==> src/hw/ivp_regs.svh <==
// Constants of the interrupt vector, priority and low-voltage block
`ifndef IVP_REGS_SVH
`define IVP_REGS_SVH

// ****************************************************************
// Vector table geometry
// ****************************************************************
`define IVP_VEC_TOP       16'hFFFE  // High byte address of vector 0
`define IVP_VEC_COUNT     32        // Vector numbers 0..31
`define IVP_VEC_RESET     5'h00     // Reset and its shared causes
`define IVP_VEC_SWI       5'h01     // Software interrupt instruction
`define IVP_SRC_COUNT     27        // Flag-and-enable pairs served

// Vector number of each source, index 0 first:
// 0 warn; 1,2 first timer ch0/ch1; 3 first timer ovf; 4..6 second
// timer ch0/ch1/ovf; 7..9 SPI done/fault/empty; 10..13 serial
// errors; 14..17 serial receive; 18,19 serial transmit; 20,21 ports
// A/B; 22 ADC; 23 IIC; 24 real-time; 25 modulo timer; 26 comparator
`define IVP_SRC_VECTORS '{5'h03, 5'h05, 5'h06, 5'h0B, 5'h0C, \
  5'h0D, 5'h0E, 5'h0F, 5'h0F, 5'h0F, 5'h10, 5'h10, 5'h10, 5'h10, \
  5'h11, 5'h11, 5'h11, 5'h11, 5'h12, 5'h12, 5'h14, 5'h15, 5'h17, \
  5'h18, 5'h19, 5'h1A, 5'h1E}
`define IVP_SRC_WARN      0         // Source index of warning flag

// ****************************************************************
// Interrupt entry sequence
// ****************************************************************
`define IVP_STACK_BYTES   3'h5      // Low PC, high PC, X, A, codes
`define IVP_STACK_LAST    3'h4      // Index of the last stacked byte
`define IVP_RST_CLEAR     6'h00     // Status with no reset cause

`endif

==> src/hw/ivp_pkg.sv <==
// Types of the interrupt vector, priority and low-voltage block
package ivp_pkg;

  // Sequencer states
  typedef enum logic [2:0] {
    IVP_ST_RESET  = 3'b000,  // Held in reset
    IVP_ST_RUN    = 3'b001,  // Core executing
    IVP_ST_STACK  = 3'b010,  // Registers going to the stack
    IVP_ST_VEC_HI = 3'b011,  // Reading the high vector byte
    IVP_ST_VEC_LO = 3'b100,  // Reading the low vector byte
    IVP_ST_JUMP   = 3'b101   // Service address complete
  } ivp_state_type;

  // Low-voltage control bits
  typedef struct packed {
    logic detectEnable;      // Detector on
    logic stopEnable;        // Detector kept on in stop
    logic resetEnable;       // Low voltage resets the chip
    logic thresholdSelect;   // Trip point choice
    logic warnIrqEnable;     // Warning raises a request
  } ivp_lowvolt_ctrl_type;

  // Reset cause status, most significant first
  typedef struct packed {
    logic powerOn;
    logic extPin;
    logic watchdog;
    logic illegalOp;
    logic illegalAddr;
    logic lowVolt;
  } ivp_rststat_type;

endpackage

==> src/hw/ivp_top.sv <==
// Interrupt vector priority controller with low-voltage control logic
`timescale 1ns/1ps
`include "ivp_regs.svh"
module ivp_top
  import ivp_pkg::*;
#(
  parameter int NSRC = `IVP_SRC_COUNT  // Flag-and-enable pairs
) (
  input  wire logic                 clock,
  input  wire logic                 rstn,
  input  wire logic [NSRC-1:0]      srcEvent,
  input  wire logic [NSRC-1:0]      srcClear,
  input  wire logic [NSRC-1:0]      srcEnable,
  input  wire logic                 instrBoundary,
  input  wire logic                 swiExecute,
  input  wire logic                 maskSet,
  input  wire logic                 maskClear,
  input  wire logic [7:0]           vecData,
  input  wire logic                 watchdogTimeout,
  input  wire logic                 illegalOpcode,
  input  wire logic                 illegalAddress,
  input  wire logic                 resetPinN,
  input  wire logic                 powerOnDetect,
  input  wire logic                 lowvoltTrip,
  input  wire logic                 lowvoltWarnTrip,
  input  wire ivp_lowvolt_ctrl_type lowvoltCtrl,
  input  wire logic                 stopRequest,
  input  wire logic                 deepStopRequest,
  output logic [NSRC-1:0]           srcFlag,
  output logic                      irqRequest,
  output logic                      globalMask,
  output logic                      stackWrite,
  output logic [2:0]                stackSelect,
  output logic                      vecRead,
  output logic [15:0]               vecAddr,
  output logic                      jumpValid,
  output logic [15:0]               jumpAddr,
  output logic                      chipReset,
  output ivp_rststat_type           resetStatus,
  output logic                      lowvoltActive,
  output logic                      lowvoltThresholdSel,
  output logic                      stopGrant,
  output logic                      deepStopGrant
);

  // ****************************************************************
  // Source to vector map and decoding helpers
  // ****************************************************************
  localparam logic [4:0] SrcVec [NSRC] = `IVP_SRC_VECTORS;

  // High byte address of a vector; the low byte sits one above
  function automatic logic [15:0] vecHiAddr(input logic [4:0] num);
    vecHiAddr = `IVP_VEC_TOP - {10'h000, num, 1'b0};
  endfunction

  // Lowest numbered set bit wins; scanning downward lets it overwrite
  function automatic logic [4:0] topVector(input logic [31:0] req);
    topVector = `IVP_VEC_RESET;
    for (int v = `IVP_VEC_COUNT - 1; v >= 0; v--) begin
      if (req[v]) begin
        topVector = 5'(v);
      end
    end
  endfunction

  // ****************************************************************
  // Pin synchronisers
  // ****************************************************************
  // Analog and pin levels are asynchronous to the bus clock
  logic [3:0] syncA_q;   // First stage, read only by second stage
  logic [3:0] syncB_q;   // Second stage, safe to use
  logic       lvTrip;    // Supply below the reset threshold
  logic       lvWarn;    // Supply below the warning threshold
  logic       porSeen;   // Power-on detector firing
  logic       pinReset;  // External reset pin asserted

  // Two flops per asynchronous input
  always_ff @(posedge clock or negedge rstn) begin
    if (!rstn) begin
      syncA_q <= 4'h0;
      syncB_q <= 4'h0;
    end else begin
      syncA_q <= {lowvoltTrip, lowvoltWarnTrip, powerOnDetect, ~resetPinN};
      syncB_q <= syncA_q;
    end
  end
  assign lvTrip   = syncB_q[3];
  assign lvWarn   = syncB_q[2];
  assign porSeen  = syncB_q[1];
  assign pinReset = syncB_q[0];

  // ****************************************************************
  // Low-voltage control and stop gating
  // ****************************************************************
  logic lvOn;  // Detector effectively powered

  // Stop switches the detector off unless stop-enable is set
  assign lvOn = lowvoltCtrl.detectEnable
              & (~stopGrant | lowvoltCtrl.stopEnable);

  // Registered stop handshake and detector state
  always_ff @(posedge clock or negedge rstn) begin
    if (!rstn) begin
      lowvoltActive       <= 1'b0;
      lowvoltThresholdSel <= 1'b0;
      stopGrant           <= 1'b0;
      deepStopGrant       <= 1'b0;
    end else begin
      lowvoltActive       <= lvOn;
      lowvoltThresholdSel <= lowvoltCtrl.thresholdSelect;
      stopGrant           <= stopRequest;
      // Deep stop would power the detector down, so it is refused while detect enable and stop enable are both set
      deepStopGrant <= stopRequest & deepStopRequest
                     & ~(lowvoltCtrl.detectEnable
                         & lowvoltCtrl.stopEnable);
    end
  end

  // ****************************************************************
  // Reset causes, hold and status
  // ****************************************************************
  logic lvReset;     // Low-voltage reset cause
  logic anyCause;    // Any vector zero cause this cycle
  logic porHold_q;   // Power-on waiting for supply recovery

  assign lvReset  = lowvoltCtrl.resetEnable & lvOn & lvTrip;
  assign anyCause = watchdogTimeout | illegalOpcode | illegalAddress
                  | pinReset | porSeen | lvReset;

  // Power-on hold lasts until the supply is back above threshold
  always_ff @(posedge clock or negedge rstn) begin
    if (!rstn) begin
      porHold_q <= 1'b0;
    end else if (porSeen) begin
      porHold_q <= 1'b1;
    end else if (!lvTrip) begin
      porHold_q <= 1'b0;
    end
  end

  // Chip reset stands while a cause persists, or a low supply after a power-on or low-voltage reset
  always_ff @(posedge clock or negedge rstn) begin
    if (!rstn) begin
      chipReset <= 1'b0;
    end else begin
      chipReset <= anyCause | porHold_q
                 | (chipReset & resetStatus.lowVolt & lvTrip);
    end
  end

  // Status catches the causes active at reset entry
  always_ff @(posedge clock or negedge rstn) begin
    if (!rstn) begin
      resetStatus <= `IVP_RST_CLEAR;
    end else if (anyCause && !chipReset) begin
      resetStatus.powerOn     <= porSeen;
      resetStatus.extPin      <= pinReset;
      resetStatus.watchdog    <= watchdogTimeout;
      resetStatus.illegalOp   <= illegalOpcode;
      resetStatus.illegalAddr <= illegalAddress;
      resetStatus.lowVolt     <= porSeen | lvReset;
    end else if (porSeen) begin
      // Power-on during a reset still marks both bits
      resetStatus.powerOn <= 1'b1;
      resetStatus.lowVolt <= 1'b1;
    end
  end

  // ****************************************************************
  // Source flags
  // ****************************************************************
  logic [NSRC-1:0] setEvent;  // Event per source, warning included

  // Warning is detected internally while the detector is on
  always_comb begin
    setEvent = srcEvent;
    setEvent[`IVP_SRC_WARN] = lvWarn & lvOn;
  end

  // Sticky flags; a set in the clearing cycle wins over the clear
  always_ff @(posedge clock or negedge rstn) begin
    if (!rstn) begin
      srcFlag <= '0;
    end else begin
      srcFlag <= (srcFlag & ~srcClear) | setEvent;
    end
  end

  // ****************************************************************
  // Vector requests and priority
  // ****************************************************************
  logic [31:0] vecReq;   // Request per vector number
  logic [4:0]  winner;   // Highest priority pending vector
  logic        anyReq;   // Any maskable request present

  // Each used vector ORs its flag-and-enable pairs
  always_comb begin
    vecReq = 32'h0000_0000;
    for (int s = 0; s < NSRC; s++) begin
      if (srcFlag[s] && srcEnable[s]) begin
        vecReq[SrcVec[s]] = 1'b1;
      end
    end
  end
  assign anyReq = |vecReq;
  assign winner = topVector(vecReq);

  // Request line towards the core, blocked by the global mask
  always_ff @(posedge clock or negedge rstn) begin
    if (!rstn) begin
      irqRequest <= 1'b0;
    end else begin
      irqRequest <= anyReq & ~globalMask;
    end
  end

  // ****************************************************************
  // Entry sequencer
  // ****************************************************************
  ivp_state_type state_q;     // Sequencer state
  logic [2:0]    stackIdx_q;  // Byte being stacked
  logic [4:0]    vecNum_q;    // Vector being fetched
  logic          takeIrq;     // Start an entry sequence

  // Software interrupt beats every maskable source; reset beats all
  assign takeIrq = instrBoundary & (swiExecute | (anyReq & ~globalMask));

  // State, vector choice and stacking count
  always_ff @(posedge clock or negedge rstn) begin
    if (!rstn) begin
      state_q    <= IVP_ST_RESET;
      stackIdx_q <= 3'h0;
      vecNum_q   <= `IVP_VEC_RESET;
    end else if (chipReset) begin
      state_q  <= IVP_ST_RESET;
      vecNum_q <= `IVP_VEC_RESET;
    end else begin
      case (state_q)
        IVP_ST_RESET: begin
          // Reset entry fetches vector zero without stacking
          state_q  <= IVP_ST_VEC_HI;
          vecNum_q <= `IVP_VEC_RESET;
        end
        IVP_ST_RUN: begin
          if (takeIrq) begin
            state_q    <= IVP_ST_STACK;
            stackIdx_q <= 3'h0;
            vecNum_q   <= swiExecute ? `IVP_VEC_SWI : winner;
          end
        end
        IVP_ST_STACK: begin
          if (stackIdx_q == `IVP_STACK_LAST) begin
            state_q <= IVP_ST_VEC_HI;
          end
          stackIdx_q <= stackIdx_q + 3'h1;
        end
        IVP_ST_VEC_HI: state_q <= IVP_ST_VEC_LO;
        IVP_ST_VEC_LO: state_q <= IVP_ST_JUMP;
        IVP_ST_JUMP:   state_q <= IVP_ST_RUN;
        default:       state_q <= IVP_ST_RESET;
      endcase
    end
  end

  // Global mask: set by reset and by every entry, else core controls
  always_ff @(posedge clock or negedge rstn) begin
    if (!rstn) begin
      globalMask <= 1'b1;
    end else if (chipReset || state_q == IVP_ST_VEC_HI) begin
      globalMask <= 1'b1;
    end else if (maskSet) begin
      globalMask <= 1'b1;
    end else if (maskClear) begin
      globalMask <= 1'b0;
    end
  end

  // Stack and vector fetch strobes; read data returns in the strobe cycle
  always_ff @(posedge clock or negedge rstn) begin
    if (!rstn) begin
      stackWrite  <= 1'b0;
      stackSelect <= 3'h0;
      vecRead     <= 1'b0;
      vecAddr     <= 16'h0000;
      jumpValid   <= 1'b0;
      jumpAddr    <= 16'h0000;
    end else begin
      // Select 0..4: low PC, high PC, X, A, condition codes
      stackWrite  <= (state_q == IVP_ST_STACK) && !chipReset;
      stackSelect <= stackIdx_q;
      vecRead     <= ((state_q == IVP_ST_VEC_HI) || (state_q == IVP_ST_VEC_LO))
                     && !chipReset;
      if (state_q == IVP_ST_VEC_HI) begin
        vecAddr <= vecHiAddr(vecNum_q);
      end else if (state_q == IVP_ST_VEC_LO) begin
        vecAddr <= vecHiAddr(vecNum_q) + 16'h0001;
      end
      jumpValid <= (state_q == IVP_ST_JUMP) && !chipReset;
      if (state_q == IVP_ST_VEC_LO) begin
        jumpAddr[15:8] <= vecData;
      end else if (state_q == IVP_ST_JUMP) begin
        jumpAddr[7:0] <= vecData;
      end
    end
  end

  // ****************************************************************
  // Checks
  // ****************************************************************
  chk_mask_reset: assert property (@(posedge clock) $rose(rstn) |-> globalMask)
    else $error("mask not set after reset");

  chk_flag_sticky: assert property (@(posedge clock) disable iff (!rstn)
    (srcFlag[1] && !srcClear[1]) |=> srcFlag[1])
    else $error("flag dropped without clear");

  chk_set_wins: assert property (@(posedge clock) disable iff (!rstn)
    srcEvent[2] |=> srcFlag[2])
    else $error("event did not set flag");

  chk_irq_gate: assert property (@(posedge clock) disable iff (!rstn)
    irqRequest |-> $past(anyReq) && !$past(globalMask))
    else $error("request without enabled flag");

  chk_stack_five: assert property (@(posedge clock) disable iff (!rstn || chipReset)
    (state_q == IVP_ST_RUN && takeIrq) |=> ##1 stackWrite[*5] ##1 !stackWrite)
    else $error("stack sequence not five bytes");

  chk_vec_pair: assert property (@(posedge clock) disable iff (!rstn || chipReset)
    (vecRead && state_q == IVP_ST_VEC_LO) |=> vecAddr == $past(vecAddr) + 16'h0001)
    else $error("low vector byte not above high");

  chk_swi_vector: assert property (@(posedge clock) disable iff (!rstn || chipReset)
    (state_q == IVP_ST_RUN && instrBoundary && swiExecute)
      |=> vecNum_q == `IVP_VEC_SWI)
    else $error("software interrupt took wrong vector");

  chk_priority_low: assert property (@(posedge clock) disable iff (!rstn)
    (vecReq[5] && vecReq[6]) |-> winner <= 5'h05)
    else $error("lower vector did not win");

  chk_unused_idle: assert property (@(posedge clock) disable iff (!rstn)
    !vecReq[2] && !vecReq[4] && !vecReq[31] && !vecReq[0])
    else $error("unassigned vector pending");

  chk_deep_refuse: assert property (@(posedge clock) disable iff (!rstn)
    (lowvoltCtrl.detectEnable && lowvoltCtrl.stopEnable) |=> !deepStopGrant)
    else $error("deep stop granted with detector kept on");

  chk_lv_reset: assert property (@(posedge clock) disable iff (!rstn)
    lvReset |=> chipReset && resetStatus.lowVolt)
    else $error("low-voltage reset not taken");

  chk_por_hold: assert property (@(posedge clock) disable iff (!rstn)
    (porHold_q && lvTrip) |=> chipReset)
    else $error("power-on released before recovery");

  chk_warn_flag: assert property (@(posedge clock) disable iff (!rstn)
    (lvWarn && lvOn) |=> srcFlag[`IVP_SRC_WARN])
    else $error("warning flag not set");

endmodule

==> config.mk <==
export PLATFORM = sky130hd
export DESIGN_NAME = ivp_top
export DESIGN_NICKNAME = d
export VERILOG_FILES = /design/src/hw/ivp_pkg.sv /design/src/hw/ivp_top.sv
export VERILOG_INCLUDE_DIRS = /design/src /design/src/hw
export SDC_FILE = /design/constraint.sdc
export NUM_CORES = 1
export LEC_CHECK = 0
export BUFFER_PORTS_ARGS = -buffer_cell sky130_fd_sc_hd__buf_4
export CORE_ASPECT_RATIO = 0.75
export CORE_MARGIN = 5
export CORE_UTILIZATION = 40
export CTS_CLUSTER_DIAMETER = 40
export DETAILED_ROUTE_END_ITERATION = 8
export GPL_TIMING_DRIVEN = 0
export PLACE_DENSITY = 0.81
export REMOVE_ABC_BUFFERS = 1
export SKIP_LAST_GASP = 1
export SYNTH_ARGS = -nofsm -noshare
export SYNTH_HDL_FRONTEND = slang
export SYNTH_SLANG_ARGS = --single-unit
==> constraint.sdc <==
create_clock -name clock -period 4 [get_ports clock]
set_clock_uncertainty 0.2 [all_clocks]
set_input_delay 0.4 -clock clock [delete_from_list [all_inputs] [get_ports clock]]
set_output_delay 0.4 -clock clock [all_outputs]
set_load 0.02 [all_outputs]
==> results.toml <==
[drt]
drt_iter0_markers = 124
ant_nets = 0
drt_first_pass_iters = 4
vias = 3059
drc = 0
met3_length_um = 875
routed.top_layer = "met4"
met1_length_um = 3840
drt-total-wl_um = 9620
wl_per_cell_um = 15.5
wl_met2_um = 4770
drt-vias-per-instance = 4.94

[yosys]
synth.cell_area_mm2 = 0.00367
synth_top_flop_cell = "dfrtp_1"
yosysTopAreaCell = "dfrtp_1"
synth_edf_count = 0
yosysWarnings = 0
seq_area_frac_synth_pct = 60.8
avgSynthCellArea_um2 = 11.6
synth_commonest_cells = "dfrtp_1, inv_1, nand2_1, a21o_1, mux2_2"
ys_async_sr_fraction_pct = 100
synthTopCellsByArea = "dfrtp_1, mux2_2, a21o_1, inv_1, nand2_1"
synth_most_common_cell = "dfrtp_1"
netlist_instances = 317
yosys.area.top_type_share_pct = 60.0
synth_cell_types = 41
synth_seq_cells = 89

[layout]
diodes = 0
syn_to_final_growth_pct = 48.9
nets = 615
drive_gt1_share_pct = 43.8

[clock_network]
h-tree-depth = 3
clockRootBuffer = "clkbuf_16"
clk_pin_slew_ns = 0.06
clock_latency_ns = 0.33
clockBufferDepth = 2
cts_buffers = 9
post-cts-setup-buffer-count = 0
cts_num_sinks = 89
cts_tree = "yes"

[timing]
finalCritPeriodShare_pct = 80.7
fin_crit_ns = 3.23
tns_ns = 0
relSlewSlack_pct = 26.6
worstMarginPinSlew_ns = 1.10
setup_viol = 0
rsz0062_at_grt = "false"
worst_hold_slack_ns = 0.0364
finalHoldViolCount = 0
slew_violations = 0
clock.fmax_mhz = 310

[placement]
gp_congestion = 0.938
io_buffers = 184
hpwl_um = 7610

[worst_setup_path]
crit_start = "srcFlag[7]"
cp_top_family = "compound AO/OA/AOI/OAI gates"
crit_path_start_kind = "flip-flop"
arrival_ns = 3.25
r2r-start = "srcFlag[7]"
path_buf_inv = 0
required_ns = 4.02
crit_path_end_kind = "flip-flop"
cp_max_fo = 6
rrSetupSlack_ns = 0.77
cpPeakStageDelay_ns = 0.65
worstSetupPathType = "flip-flop to flip-flop"
worst_path_max_delay_cell = "a222oi_1"
crit_path_cell_trace = "a222oi_1 > nand4_1 > or4_1 > o21ba_4 > a311oi_4 > mux2_4"

[floorplanning]
rows = 30
initial_core_util_pct = 40.7
die_h_um = 92.9
boundaryPins = 187
fp.coreArea_mm2 = 0.00901
die_w_um = 121
die_area_mm2 = 0.0112

[global_route]
grt_overflow = 0
grt_pass1_wl_um = 15700
grt_pass1_vias = 3223
antenna_found_initial = 0
grtUsageTotal_pct = 17.7
grt_max_degree = 90

[flow_run]
cap_viol_max_count = 0

[pwr]
p_leak_uw = 0.00282
p_per_area_mw_per_mm2 = 384
finalPower_uw = 2100
ir_worst_vdd_mv = 0.312

[min_path]
hold_class = "primary input to asynchronous set/reset pin"

[run_status]
status = "completed"
## worst paths after layout
| kind | cells after the start | end |
|---|---|---|
| worst max register to register | 6 | vecNum_q[2] |
| max in group asynchronous | 1 | srcFlag[17] |
| worst min register to register | 0 | syncB_q[3] |
| worst max-delay path | 6 | vecNum_q[2] |
| worst min-delay path | 1 | srcFlag[18] |
| min in group clock | 2 | srcFlag[22] |
## layer usage
| metal | GRT usage, % | vias up |
|---|---|---|
| li1 | - | 1459 |
| met1 | 21.4 | 1449 |
| met2 | 29.5 | 137 |
| met3 | 6.84 | 14 |
| met4 | 5.38 | 0 |
| met5 | 0 | - |
## cell type report
type | count | area [µm²]
Timing Repair Buffer | 190 | 1440
Inverter | 36 | 135
Sequential cell | 89 | 2230
Multi-Input combinational cell | 178 | 1220
Clock buffer | 10 | 229
Tap cell | 112 | 140
Fill cell | 748 | 3550
Clock inverter | 4 | 70.1
## sequential cells by signal, indices dropped and copies added, names as in the netlist, 4 cells and up
| signal | count |
|---|---|
| syncB_q | 4 |
| srcFlag | 27 |
| resetStatus | 6 |
| vecNum_q | 5 |
| syncA_q | 4 |
| jumpAddr | 16 |
| vecAddr | 7 |
## cells in the final DEF, fill, tap and decap left out, types with 2 or more instances in the layout
cell type and count:
clkinv_2 2, dlygate4sd3_1 6, nand2_1 34, a21o_1 28
a21oi_1 9, a21boi_0 3, dfrtp_1 88, or3_1 2
o311a_1 2, clkbuf_16 9, a222oi_1 2, mux2_4 2
a22o_1 2, o211ai_1 2, mux2_2 19, nand4_1 6
buf_4 184, nand3_1 2, or4_1 3, bufinv_16 2
inv_1 36, nor2_1 16, and3_1 2, a31oi_1 4
o21ai_0 13, ha_1 2, and2_1 3, a22oi_1 7
## timing repair
action / in CTS / in global routing
hold endpoints to repair: 6 / 0
hold buffers: 6 / 0
resized for setup: 0 / 0
setup endpoints to repair: 0 / 0
## power by group
part | total (µW) | internal [µW] | switching [µW]
combinational | 276 | 146 | 130
clock | 853 | 538 | 316
sequential | 967 | 938 | 28.4
total | 2100 | 1620 | 474
## logic make-up (layout without fill, tap and decap cells)
logic type	after synthesis	in the layout	synth area share, %
flops	89	89	60.8
compound gates	81	81	16.4
simple gates	71	71	8.70
buf+inv	50	240	6.04
mux	22	22	6.93
fa+ha+maj	2	2	0.682
xor+xnor	2	2	0.478
## through the flow
| stage | instance area [µm²] | utilization [%] | worst slack, ns | std cells |
|---|---|---|---|---|
| after CTS | 5460 | 60.6 | 0.774 | 619 |
| after floorplan | 3580 | - | 1.11 | 303 |
| after global routing | 5460 | 60.6 | 0.630 | 619 |
| after global placement | 5100 | 56.6 | 0.718 | 599 |
| final | 5460 | 60.6 | 0.772 | 619 |
| after detailed placement | 5100 | 56.6 | 0.688 | 599 |
(Power assumes the default switching activity.)
